`src/csp_pkg.sv`:
```
// Shared constants and types for the current-sense PWM encoder
package csp_pkg;

  // System clock rate and the averaging slot length
  localparam int unsigned SYS_CLK_HZ     = 200_000_000;
  localparam int unsigned CYCLES_PER_MS  = SYS_CLK_HZ / 1000;
  localparam int unsigned SLOT_MS        = 50;
  localparam int unsigned SLOT_CYCLES    = CYCLES_PER_MS * SLOT_MS;

  // Ramp: 1024 levels, each step split into sub-ticks for the half-step delay
  localparam int unsigned RAMP_W         = 10;
  localparam int unsigned PWM_LEVELS     = 1 << RAMP_W;
  localparam int unsigned SUB_W          = 3;
  localparam int unsigned SUBS_PER_STEP  = 1 << SUB_W;
  localparam int unsigned POS_W          = RAMP_W + SUB_W;
  localparam int unsigned TICKS_PER_SLOT = 1 << POS_W;
  localparam logic [SUB_W-1:0] SUB_HALF  = 3'h4;

  // Modulator samples: one per sub-tick, rounded down to whole cycles
  localparam int unsigned SAMPLE_CYCLES  = SLOT_CYCLES / TICKS_PER_SLOT;
  localparam int unsigned DIV_W          = 16;

  // Position markers within a PWM period
  localparam logic [POS_W-1:0] POS_LAST  = 13'h1FFF;
  localparam logic [POS_W-1:0] POS_CLOSE = 13'h1FFE;
  localparam int unsigned ONES_W         = POS_W + 1;

  // Transfer: code = mid + d * 1024 / (2.2 * samples), d = 2*ones - samples
  localparam logic [RAMP_W-1:0] MID_CODE = 10'h200;
  localparam logic [RAMP_W-1:0] MAX_CODE = 10'h3FF;
  localparam int unsigned GAIN_SHIFT     = 24;
  localparam longint GAIN_NUM            = 10 * PWM_LEVELS;
  localparam longint GAIN_DEN            = 22 * TICKS_PER_SLOT;
  localparam longint GAIN_RECIP =
    (((longint'(1) << GAIN_SHIFT) * GAIN_NUM * 2) / GAIN_DEN + 1) / 2;
  localparam int unsigned PROD_W         = 40;
  localparam logic signed [PROD_W-1:0] ROUND_HALF = 40'sh0000800000;

  // Full-scale options in amperes
  localparam int unsigned FS_LOW_A       = 1;
  localparam int unsigned FS_HIGH_A      = 10;

  // Operating states of the encoder
  typedef enum logic [1:0] {ST_OFF, ST_WARM, ST_RUN} csp_state_t;

endpackage

```
`src/csp_slot_if.sv`:
```
// Carrier between the encoder core and its slot filter
`timescale 1ns/10ps
interface csp_slot_if;
  import csp_pkg::*;

  logic              sampleStrobe;
  logic              sampleBit;
  logic              slotClose;
  logic              restart;
  logic              resultValid;
  logic [ONES_W-1:0] onesCount;

  modport filt (
    input  sampleStrobe,
    input  sampleBit,
    input  slotClose,
    input  restart,
    output resultValid,
    output onesCount
  );

  modport ctrl (
    output sampleStrobe,
    output sampleBit,
    output slotClose,
    output restart,
    input  resultValid,
    input  onesCount
  );
endinterface

```
`src/csp_slot_filter.sv`:
```
// Decimation filter: counts modulator ones over one averaging slot
`timescale 1ns/10ps
module csp_slot_filter (
  input  wire logic sys_clk,
  input  wire logic reset_n,
  csp_slot_if.filt  slot
);
  import csp_pkg::*;

  logic [ONES_W-1:0] acc_q;
  logic [ONES_W-1:0] acc_d;
  logic [ONES_W-1:0] res_q;
  logic [ONES_W-1:0] res_d;
  logic              val_q;
  logic              val_d;
  logic [ONES_W-1:0] accSum;

  // Boxcar sum; restart drops a partial slot entirely
  always_comb
  begin
    accSum = acc_q + {{(ONES_W-1){1'b0}}, slot.sampleBit};
    acc_d  = acc_q;
    res_d  = res_q;
    val_d  = 1'b0;
    if (slot.restart)
    begin
      acc_d = '0;
    end
    else if (slot.sampleStrobe)
    begin
      if (slot.slotClose)
      begin
        // Slots abut with no overlap
        acc_d = '0;
        res_d = accSum;
        val_d = 1'b1;
      end
      else
      begin
        acc_d = accSum;
      end
    end
  end

  // Registers only
  always_ff @(posedge sys_clk or negedge reset_n)
  begin
    if (!reset_n)
    begin
      acc_q <= '0;
      res_q <= '0;
      val_q <= 1'b0;
    end
    else
    begin
      acc_q <= acc_d;
      res_q <= res_d;
      val_q <= val_d;
    end
  end

  assign slot.onesCount   = res_q;
  assign slot.resultValid = val_q;
endmodule

```
`src/csp_pwm_encoder.sv`:
```
// Current-sense PWM encoder: slot averaging, scaling and ramp comparator
//
// Overview of operation
// - Filter the one-bit modulator stream into a signed multi-bit current value.
// - Form the PWM output by comparing the value against a digital ramp.
// - Zero average current gives a half-period high time.
// - Positive current raises duty above half, negative lowers it below.
// - Full scale gives 95.5 percent, negative full scale 4.5 percent.
// - Duty equals current over 2.2 times full scale, plus one half.
// - Full scale is a fixed per-variant choice of 1 A or 10 A.
// - Average over abutting 50 ms slots so short surges are smoothed.
// - Duty takes one of 1024 levels, in steps of one 1024th.
// - Code N yields a high time of N plus one half steps.
// - Each period shows the average measured over the slot just before.
// - PWM repeats at about 20 Hz, derived from the internal clock.
`timescale 1ns/10ps
module csp_pwm_encoder #(
  parameter int unsigned FULL_SCALE_A  = csp_pkg::FS_LOW_A,
  parameter int unsigned SAMPLE_CYCLES = csp_pkg::SAMPLE_CYCLES
) (
  input  wire logic                         sys_clk,
  input  wire logic                         reset_n,
  input  wire logic                         shutdown_n,
  input  wire logic                         modBit,
  output logic                              modSampleStrobe,
  output logic                              pwmOut,
  output logic [csp_pkg::RAMP_W-1:0]        dutyCode,
  output logic                              rangeHigh
);
  import csp_pkg::*;

  // Synchroniser stages for the two pin inputs: bit 1 shutdown, bit 0 modulator
  logic [1:0]        syncA_q;
  logic [1:0]        syncA_d;
  logic [1:0]        syncB_q;
  logic [1:0]        syncB_d;
  logic              sdLive;
  logic              modLive;

  // Operating state
  csp_state_t        state_q;
  csp_state_t        state_d;

  // Sample divider and period position
  logic [DIV_W-1:0]  div_q;
  logic [DIV_W-1:0]  div_d;
  logic [POS_W-1:0]  pos_q;
  logic [POS_W-1:0]  pos_d;
  logic              tick;
  logic              wrap;
  logic              strobe_q;
  logic              strobe_d;

  // Scaled result waiting for the next period boundary
  logic [RAMP_W-1:0] pend_q;
  logic [RAMP_W-1:0] pend_d;
  logic              pendValid_q;
  logic              pendValid_d;

  // Compare value and output
  logic [RAMP_W-1:0] cmp_q;
  logic [RAMP_W-1:0] cmp_d;
  logic              pwm_q;
  logic              pwm_d;
  logic              range_q;
  logic              range_d;

  // Scaling arithmetic
  logic signed [ONES_W:0]   diff;
  logic signed [PROD_W-1:0] prod;
  logic signed [PROD_W-1:0] offs;
  logic signed [PROD_W-1:0] codeWide;
  logic [RAMP_W-1:0]        codeSat;

  // Divider terminal count, cut to the divider's DIV_W bits
  localparam logic [DIV_W-1:0] DIV_LAST = DIV_W'(SAMPLE_CYCLES - 1);
  localparam logic signed [PROD_W-1:0] GAIN  = PROD_W'(GAIN_RECIP);
  localparam logic signed [ONES_W:0]   NSAMP = (ONES_W+1)'(TICKS_PER_SLOT);

  csp_slot_if slotBus ();

  csp_slot_filter u_filter (
    .sys_clk (sys_clk),
    .reset_n (reset_n),
    .slot    (slotBus)
  );

  // Two-flop synchronisers; only the second stage is read by logic
  always_comb
  begin
    syncA_d = {shutdown_n, modBit};
    syncB_d = syncA_q;
  end

  always_ff @(posedge sys_clk or negedge reset_n)
  begin
    if (!reset_n)
    begin
      syncA_q <= 2'h0;
      syncB_q <= 2'h0;
    end
    else
    begin
      syncA_q <= syncA_d;
      syncB_q <= syncB_d;
    end
  end

  assign sdLive  = syncB_q[1];
  assign modLive = syncB_q[0];

  // Sample divider and period position; idle and parked while shut down
  always_comb
  begin
    tick     = (state_q != ST_OFF) && (div_q == DIV_LAST);
    wrap     = tick && (pos_q == POS_LAST);
    div_d    = div_q;
    pos_d    = pos_q;
    strobe_d = tick;
    if (state_q == ST_OFF || !sdLive)
    begin
      // Park on the last position so the first tick opens a full slot
      div_d    = '0;
      pos_d    = POS_LAST;
      strobe_d = 1'b0;
    end
    else if (tick)
    begin
      div_d = '0;
      pos_d = pos_q + 1'b1;
    end
    else
    begin
      div_d = div_q + 1'b1;
    end
  end

  always_ff @(posedge sys_clk or negedge reset_n)
  begin
    if (!reset_n)
    begin
      div_q    <= '0;
      pos_q    <= POS_LAST;
      strobe_q <= 1'b0;
    end
    else
    begin
      div_q    <= div_d;
      pos_q    <= pos_d;
      strobe_q <= strobe_d;
    end
  end

  // Feed the slot filter; the slot closes one sample before the wrap
  // so the scaled result is ready when the period turns over
  always_comb
  begin
    slotBus.sampleStrobe = tick;
    slotBus.sampleBit    = modLive;
    slotBus.slotClose    = (pos_q == POS_CLOSE);
    slotBus.restart      = (state_q == ST_OFF) || !sdLive;
  end

  // Signed slot value and scaling to a ramp code
  always_comb
  begin
    diff     = (ONES_W+1)'($signed({1'b0, slotBus.onesCount}) * 2 - NSAMP);
    prod     = PROD_W'(diff) * GAIN;
    offs     = (prod + ROUND_HALF) >>> GAIN_SHIFT;
    codeWide = offs + $signed({{(PROD_W-RAMP_W){1'b0}}, MID_CODE});
    // Saturate; full scale lands near 977 so this only guards overrange
    if (codeWide < 0)
    begin
      codeSat = '0;
    end
    else if (codeWide > $signed({{(PROD_W-RAMP_W){1'b0}}, MAX_CODE}))
    begin
      codeSat = MAX_CODE;
    end
    else
    begin
      codeSat = codeWide[RAMP_W-1:0];
    end
  end

  // Pending code: captured from the filter, consumed at the next wrap
  always_comb
  begin
    pend_d      = pend_q;
    pendValid_d = pendValid_q;
    if (state_q == ST_OFF || !sdLive)
    begin
      pend_d      = MID_CODE;
      pendValid_d = 1'b0;
    end
    else if (slotBus.resultValid)
    begin
      pend_d      = codeSat;
      pendValid_d = 1'b1;
    end
    else if (wrap)
    begin
      pendValid_d = 1'b0;
    end
  end

  always_ff @(posedge sys_clk or negedge reset_n)
  begin
    if (!reset_n)
    begin
      pend_q      <= MID_CODE;
      pendValid_q <= 1'b0;
    end
    else
    begin
      pend_q      <= pend_d;
      pendValid_q <= pendValid_d;
    end
  end

  // State: off while shut down, warm until the first slot is averaged
  always_comb
  begin
    state_d = state_q;
    case (state_q)
      ST_OFF:
      begin
        if (sdLive)
        begin
          state_d = ST_WARM;
        end
      end
      ST_WARM:
      begin
        if (!sdLive)
        begin
          state_d = ST_OFF;
        end
        else if (wrap && pendValid_q)
        begin
          state_d = ST_RUN;
        end
      end
      ST_RUN:
      begin
        if (!sdLive)
        begin
          state_d = ST_OFF;
        end
      end
      default:
      begin
        state_d = ST_OFF;
      end
    endcase
  end

  always_ff @(posedge sys_clk or negedge reset_n)
  begin
    if (!reset_n)
    begin
      state_q <= ST_OFF;
    end
    else
    begin
      state_q <= state_d;
    end
  end

  // Compare value moves only at the wrap, or to midscale at shutdown, so no running period is split
  always_comb
  begin
    cmp_d = cmp_q;
    if (state_q == ST_OFF || !sdLive)
    begin
      cmp_d = MID_CODE;
    end
    else if (wrap && pendValid_q)
    begin
      cmp_d = pend_q;
    end
  end

  // High while position is below N steps plus half a step
  always_comb
  begin
    // Low output while idle or before the first average exists
    pwm_d = (state_d == ST_RUN) &&
            (pos_d < {cmp_d, SUB_HALF});
    // Full-scale choice is fixed per build and only reported, never decoded
    range_d = (FULL_SCALE_A == FS_HIGH_A);
  end

  always_ff @(posedge sys_clk or negedge reset_n)
  begin
    if (!reset_n)
    begin
      cmp_q   <= MID_CODE;
      pwm_q   <= 1'b0;
      range_q <= 1'b0;
    end
    else
    begin
      cmp_q   <= cmp_d;
      pwm_q   <= pwm_d;
      range_q <= range_d;
    end
  end

  // Outputs straight from flops
  assign pwmOut          = pwm_q;
  assign dutyCode        = cmp_q;
  assign modSampleStrobe = strobe_q;
  assign rangeHigh       = range_q;
endmodule

```
`config.mk`:
```
export PLATFORM = sky130hd
export DESIGN_NAME = csp_pwm_encoder
export DESIGN_NICKNAME = d
export VERILOG_FILES = /design/src/csp_pkg.sv /design/src/csp_slot_if.sv /design/src/csp_slot_filter.sv /design/src/csp_pwm_encoder.sv
export SDC_FILE = /design/constraint.sdc
export NUM_CORES = 1
export LEC_CHECK = 0
export ABC_AREA = 1
export BUFFER_PORTS_ARGS = -buffer_cell sky130_fd_sc_hd__buf_2
export CAP_MARGIN = 20
export CORE_ASPECT_RATIO = 1.75
export CORE_MARGIN = 2
export CORE_UTILIZATION = 45
export CTS_CLUSTER_DIAMETER = 50
export CTS_CLUSTER_SIZE = 8
export DETAILED_ROUTE_END_ITERATION = 16
export PLACE_DENSITY = 0.61
export SETUP_SLACK_MARGIN = 0.15
export SKIP_LAST_GASP = 1
export SLEW_MARGIN = 25
export SYNTH_ARGS = -nofsm -noshare
export SYNTH_HDL_FRONTEND = slang
export SYNTH_SLANG_ARGS = --single-unit
```
`constraint.sdc`:
```
create_clock -name sys_clk -period 5.5 [get_ports sys_clk]
set_clock_uncertainty 0.2 [all_clocks]
set_input_delay 1.375 -clock sys_clk [delete_from_list [all_inputs] [get_ports sys_clk]]
set_output_delay 1.375 -clock sys_clk [all_outputs]
set_load 0.005 [all_outputs]
```
==> run metrics, run 1 <==
fin nets 1523; Post-synth EDFFs 0; count leader, synth nand2_1; Startpoint Class flop; failing checks setup timing; prevailing post-synth register cell dfrtp_1; clk sink count 87; Worst Hold Class reg -> reg; Post-Synth Simple-Gate Area 0.198; Initial Util 0.457; clock root buffer clkbuf_16; final critical-path required period 5820 ps; asr flop ratio synth 1.00; Residual DRC 0; period utilization 1.06; vias per inst 5.01; Crit path required time 5540 ps; critical path type reg -> reg; CTS tree built; PD cells 109 nW/um2; Final Max Slew Viols 0; Crit Path Max Fanout 5; Yosys warning count 0; RSZ-0062 raised after global routing true; antenna violation net count after detailed routing 0; Clock Tree Buf Depth 2; core footprint 20800 um2; total power 1.22 mW; leakage 6.25 nW; Slew HR 0.425; Synth Area in XOR/XNOR 0.0221; Row Count 70; synth cell count leaders 256 x nand2_1, 251 x inv_1, 155 x ha_1; Initial DRC Count 262; Syn Nets 1403; largest net degree at the start of global routing 60; H-tree depth 3; drt first pass iters 4; max frequency 0.172 GHz; P&R area growth vs syn 17.8%; dpl hpwl 20.4 mm; Max stage delay on crit path 570 ps; Mapped Cells 1165; Routed WL 23.9 mm; antenna violations before repair 0; Via Count 7721; post-synthesis adder-cell area fraction 0.369; Chip Width 114 um; Max Cap Violations 0; mux cell area share after synthesis 0; most used cell along the critical path fa_1; Antenna Cells 0; cts hold-fix bufs 0; FF-to-FF Start u_filter.slot.onesCount[4]; post-synth top area cell ha_1; cell area after synthesis 9530 um2; Slowest cell on crit path fa_1; Synth cell types 46; synth top area cells ha_1 20%, dfrtp_1 19%, fa_1 17%; Yosys reg bits 87; Seq/Total Area, Yosys 0.230; layout cells sized above 1 0.207; crit path DAT 5860 ps; Clock Latency Late Sink 350 ps; maximum vdd drop 0.000212 V; GRT Resource Usage Total 0.223; I/O pins 17; IO buf count 15; worst hold slack 154 ps; status finished, violations left; Num CTS Buffers 9; Die Area 22400 um2; first-pass GRT wire length 38.9 mm; Worst-path clk slew 60 ps; post-synth top area share 0.203; Avg Cell Area, Syn 8.18 um2; worst setup margin -323 ps; Setup crit end kind flop; gp weighted congestion 0.911; Setup-failing EPs final 10; vias in the first global route 8070; WL/cell 15.5 um; Least-Margin Pin Slew 862 ps; largest family of logic cells by synthesized area adder cells; Die H 197 um; gr ovfl total 0; Hold Path Origin syncA_q[0]; final hold vios 0; compound-cell area share of the yosys netlist 0.0714; Worst Setup SP u_filter.slot.onesCount[4]
[metal layers]
| layer | up-vias | share of wire | GRT usage |
|---|---|---|---|
| met1 | 3705 | 0.37 | 0.229 |
| met2 | 91 | 0.57 | 0.436 |
| met4 | 0 | 0.049 | 0.117 |
| met3 | 57 | 0.012 | 0.0206 |
| met5 | - | 0 | 0 |
| li1 | 3868 | - | - |
[per-stage QoR]
| step | instances | util | setup TNS [ps] | setup WS (ps) | area, um2 |
|---|---|---|---|---|---|
| floorplan | 1165 | - | -134 | -14.9 | 9620 |
| global placement | 1521 | 0.513 | -2870 | -301 | 10700 |
| detailed placement | 1521 | 0.513 | -4430 | -464 | 10700 |
| CTS | 1542 | 0.535 | -2670 | -294 | 11200 |
| global route | 1542 | 0.539 | -5610 | -604 | 11200 |
| finish | 1542 | 0.539 | -2930 | -323 | 11200 |
[timing repair]
action / in CTS / in global routing
pin swaps: 18 / 9
setup buffers: 3 / 0
endpoints found under the setup margin: 10 / 10
gates cloned: 2 / 0
resized for setup: 43 / 19
[critical path: cells and delay by family (launching register included)]
| family | cells | cell delay [ps] |
|---|---|---|
| adder cells (fa/ha/maj) | 8 | 3370 |
| AND/OR/NAND/NOR | 16 | 1250 |
| flip-flops | 1 | 400 |
| buffers and inverters | 7 | 330 |
| AO/OA/AOI/OAI | 1 | 160 |
[power breakdown]
group | switching [mW] | internal, mW
logic | 0.0245 | 0.00451
registers | 0.00115 | 0.643
clock network | 0.244 | 0.306
total | 0.269 | 0.953
[final cells by class]
cell class,instances,area [um2]
multi-input combinational,807,6630
fill,2011,9620
inverter,265,995
clock inverter,3,20.0
tap,252,315
timing repair buffer,115,828
clock buffer,13,240
sequential,87,2200
[placed cells by master (no fill, tap or decap), drive strengths merged, types with 7 or more instances in the layout]
| cell | count |
|---|---|
| buf | 115 |
| dfstp | 15 |
| ha | 155 |
| nand2 | 266 |
| nor3 | 18 |
| dfrtp | 72 |
| nand4 | 7 |
| o21ai | 40 |
| nor2 | 75 |
| clkbuf | 13 |
| fa | 79 |
| nand3 | 47 |
| a21oi | 53 |
| inv | 265 |
| xor2 | 18 |
| nor4 | 7 |
[cells by family (layout without fill, tap and decap cells)]
kind of cell             after synthesis  count (layout)
flip-flops                            87              87
AND/OR/NAND/NOR                      428             429
adder cells (fa/ha/maj)              234             234
AO/OA/AOI/OAI                        118             119
XOR/XNOR                              24              24
buffers and inverters                273             396
other                                  1               1
[sequential cells by signal, summed over array words and instances (netlist names)]
name and count:
pos_q 13, syncA_q 2, u_filter.acc_q 14, u_filter.slot.resultValid 1, pend_q 10, dutyCode 10
syncB_q 2, modSampleStrobe 1, pendValid_q 1, pwmOut 1, u_filter.slot.onesCount 14, state_q 2
div_q 16
[worst paths after layout]
kind | to | slack (ps) | cells after the start
min in group asynchronous | dutyCode[2] | 890 | 1
max | pend_q[1] | -320 | 32
max reg2reg | pend_q[1] | -320 | 32
min reg2reg | syncB_q[0] | 150 | 0
min | syncB_q[0] | 150 | 0
max in group asynchronous | u_filter.slot.onesCount[2] | 3300 | 2
Note: power is estimated with default switching activity, not from simulation.
==> inputs of run 2 (changes only) <==
--- a/config.mk
+++ b/config.mk
@@ -15,4 +15,5 @@
 export CTS_CLUSTER_SIZE = 8
 export DETAILED_ROUTE_END_ITERATION = 16
+export HOLD_SLACK_MARGIN = 0.06
 export PLACE_DENSITY = 0.61
 export SETUP_SLACK_MARGIN = 0.15
==> constraint.sdc (replaced) <==
create_clock -name sys_clk -period 5.5 [get_ports sys_clk]
set_clock_uncertainty 0.2 [all_clocks]
set_input_delay 0.55 -clock sys_clk [delete_from_list [all_inputs] [get_ports sys_clk]]
set_output_delay 0.55 -clock sys_clk [all_outputs]
set_load 0.005 [all_outputs]
==> run 2 against run 1 <==
The flow still finishes with violations (setup timing). Combinational power barely moved. Largest power group unchanged. Critical endpoint unchanged. Highest routed layer unchanged. Global-route usage increased by 0.086 points. Maximum frequency grew 0.81%. Count of clock-buffer cells in the layout unchanged. Flip-flop and latch count unchanged. Cell count rose by 0.26%. Non-clock buffer count grew 4. Die area unchanged.
==> run metrics, run 2 (synthesized netlist as in run 1, its figures left out) <==
P&R area growth vs syn 17.9%; Crit Path Max Fanout 5; final std cells w/o fill 1546; layout cells sized above 1 0.201; first-pass GRT wire length 39.0 mm; drt first pass iters 4; Int Power 1.00 mW; Worst Hold Class in -> reg; Antenna Cells 0; dpl hpwl 20.6 mm; maximum vdd drop 0.000207 V; IO buf count 15; worst setup margin -276 ps; Initial DRC Count 276; clock root buffer clkbuf_16; period utilization 1.05; clk sink count 87; core footprint 20800 um2; reg2reg path depth 32; RSZ-0062 raised after global routing true; Routed WL 23.9 mm; Place WS -408 ps; H-tree depth 3; Setup-failing EPs final 10; leakage 6.24 nW; Via Count 7744; Setup crit end kind flop; max reg flops 16; Num CTS Buffers 9; fin nets 1527; GRT Resource Usage Total 0.224; max frequency 0.173 GHz; gr ovfl total 0; Worst-path clk slew 60 ps; post-layout util 0.539; Startpoint Class flop; status finished, violations left; Row Count 70; failing checks setup timing; sw power 0.263 mW; Clock Latency Late Sink 340 ps; Residual DRC 0; crit path DAT 5810 ps; Clock Tree Buf Depth 2; worst hold slack 111 ps; Least-Margin Pin Slew 792 ps; vias in the first global route 8123; Final Max Slew Viols 0; Die Area 22400 um2; total power 1.26 mW; Chip Width 114 um; Slowest cell on crit path fa_1; Max stage delay on crit path 590 ps; Die H 197 um; Crit path required time 5530 ps; Clk network pwr share 0.467; number of fill cells 1988; antenna violation net count after detailed routing 0; critical path type reg -> reg; final hold vios 0; most used cell along the critical path fa_1; Initial Util 0.457; Hold Path Cell Cnt 1; commonest non-fill, non-tap cells in the layout 241 x inv_1, 237 x nand2_1, 149 x ha_1, 104 x buf_4, 78 x fa_1; final critical-path required period 5780 ps; Comb power frac 0.023; CTS tree built; Max Cap Violations 0; I/O pins 17; commonest non-fill, non-tap cell in the layout inv_1; Slew HR 0.471; WL/cell 15.5 um; Top reg by flops div_q; Sw Share 0.208; PD cells 112 nW/um2; Sequential Power Share 0.510; dpl cells 1521; worst reg-to-reg setup slack -280 ps; vias per inst 5.01; gp weighted congestion 0.927; antenna violations before repair 0; largest net degree at the start of global routing 49
## run 2: path summary, 6_finish.rpt
| path | endpoint | from |
|---|---|---|
| setup / recovery | pend_q[1] | u_filter.slot.onesCount[4] |
| hold / removal | syncA_q[1] | shutdown_n |
| setup reg to reg | pend_q[1] | u_filter.slot.onesCount[4] |
| hold reg to reg | syncB_q[0] | syncA_q[0] |
| max in group asynchronous | u_filter.slot.onesCount[11] | reset_n |
| min in group asynchronous | dutyCode[2] | reset_n |
## run 2: critical path: cells and delay by family, from the launching register on
family	cells	cell delay [ps]
adders and majority gates	8	3350
buffers and inverters	8	370
AOI/OAI and AO/OA	1	150
and+or+nand+nor	15	1180
DFF	1	400
## run 2: power by group through the flow
stage	Clock, mW	Combinational (mW)	Sequential (mW)
global placement	0	0.0299	0.655
CTS	0.606	0.0305	0.644
detailed placement	0	0.0300	0.656
global route	0.632	0.0341	0.644
finish	0.590	0.0292	0.644
floorplan	0	0.0115	0.655
## run 2: cell type report
cell class	count	area [um2]	area share
Multi-Input combinational cell	807	6580	0.585
Clock buffer	13	240	0.0214
Inverter	265	995	0.0885
Sequential cell	87	2200	0.196
Clock inverter	3	45.0	0.00401
Timing Repair Buffer	119	861	0.0766
Tap cell	252	315	0.0281
## run 2: through the flow
| step | instance area (um2) | TNS (ps) |
|---|---|---|
| after global routing | 11200 | -5160 |
| after CTS | 11200 | -2370 |
| final | 11200 | -2560 |
| after floorplan | 9620 | -134 |
| after detailed placement | 10700 | -3890 |
| after global placement | 10700 | -2680 |
## run 2: metal layers
metal  wire length, um  vias up  global-route usage
met3               330       65              0.0163
met4              1330        0               0.116
met2             13600      112               0.440
met1              8710     3676               0.231
li1                  -     3891                   -
met5                 0        -                   0
## run 2: timing repair
item | in CTS | in global routing
hold buffers | 1 | 0
setup buffers | 5 | 1
hold endpoints to repair | 33 | 0
endpoints found under the setup margin | 10 | 10
gates cloned | 2 | 0
pin swaps | 17 | 7
resized for setup | 37 | 11
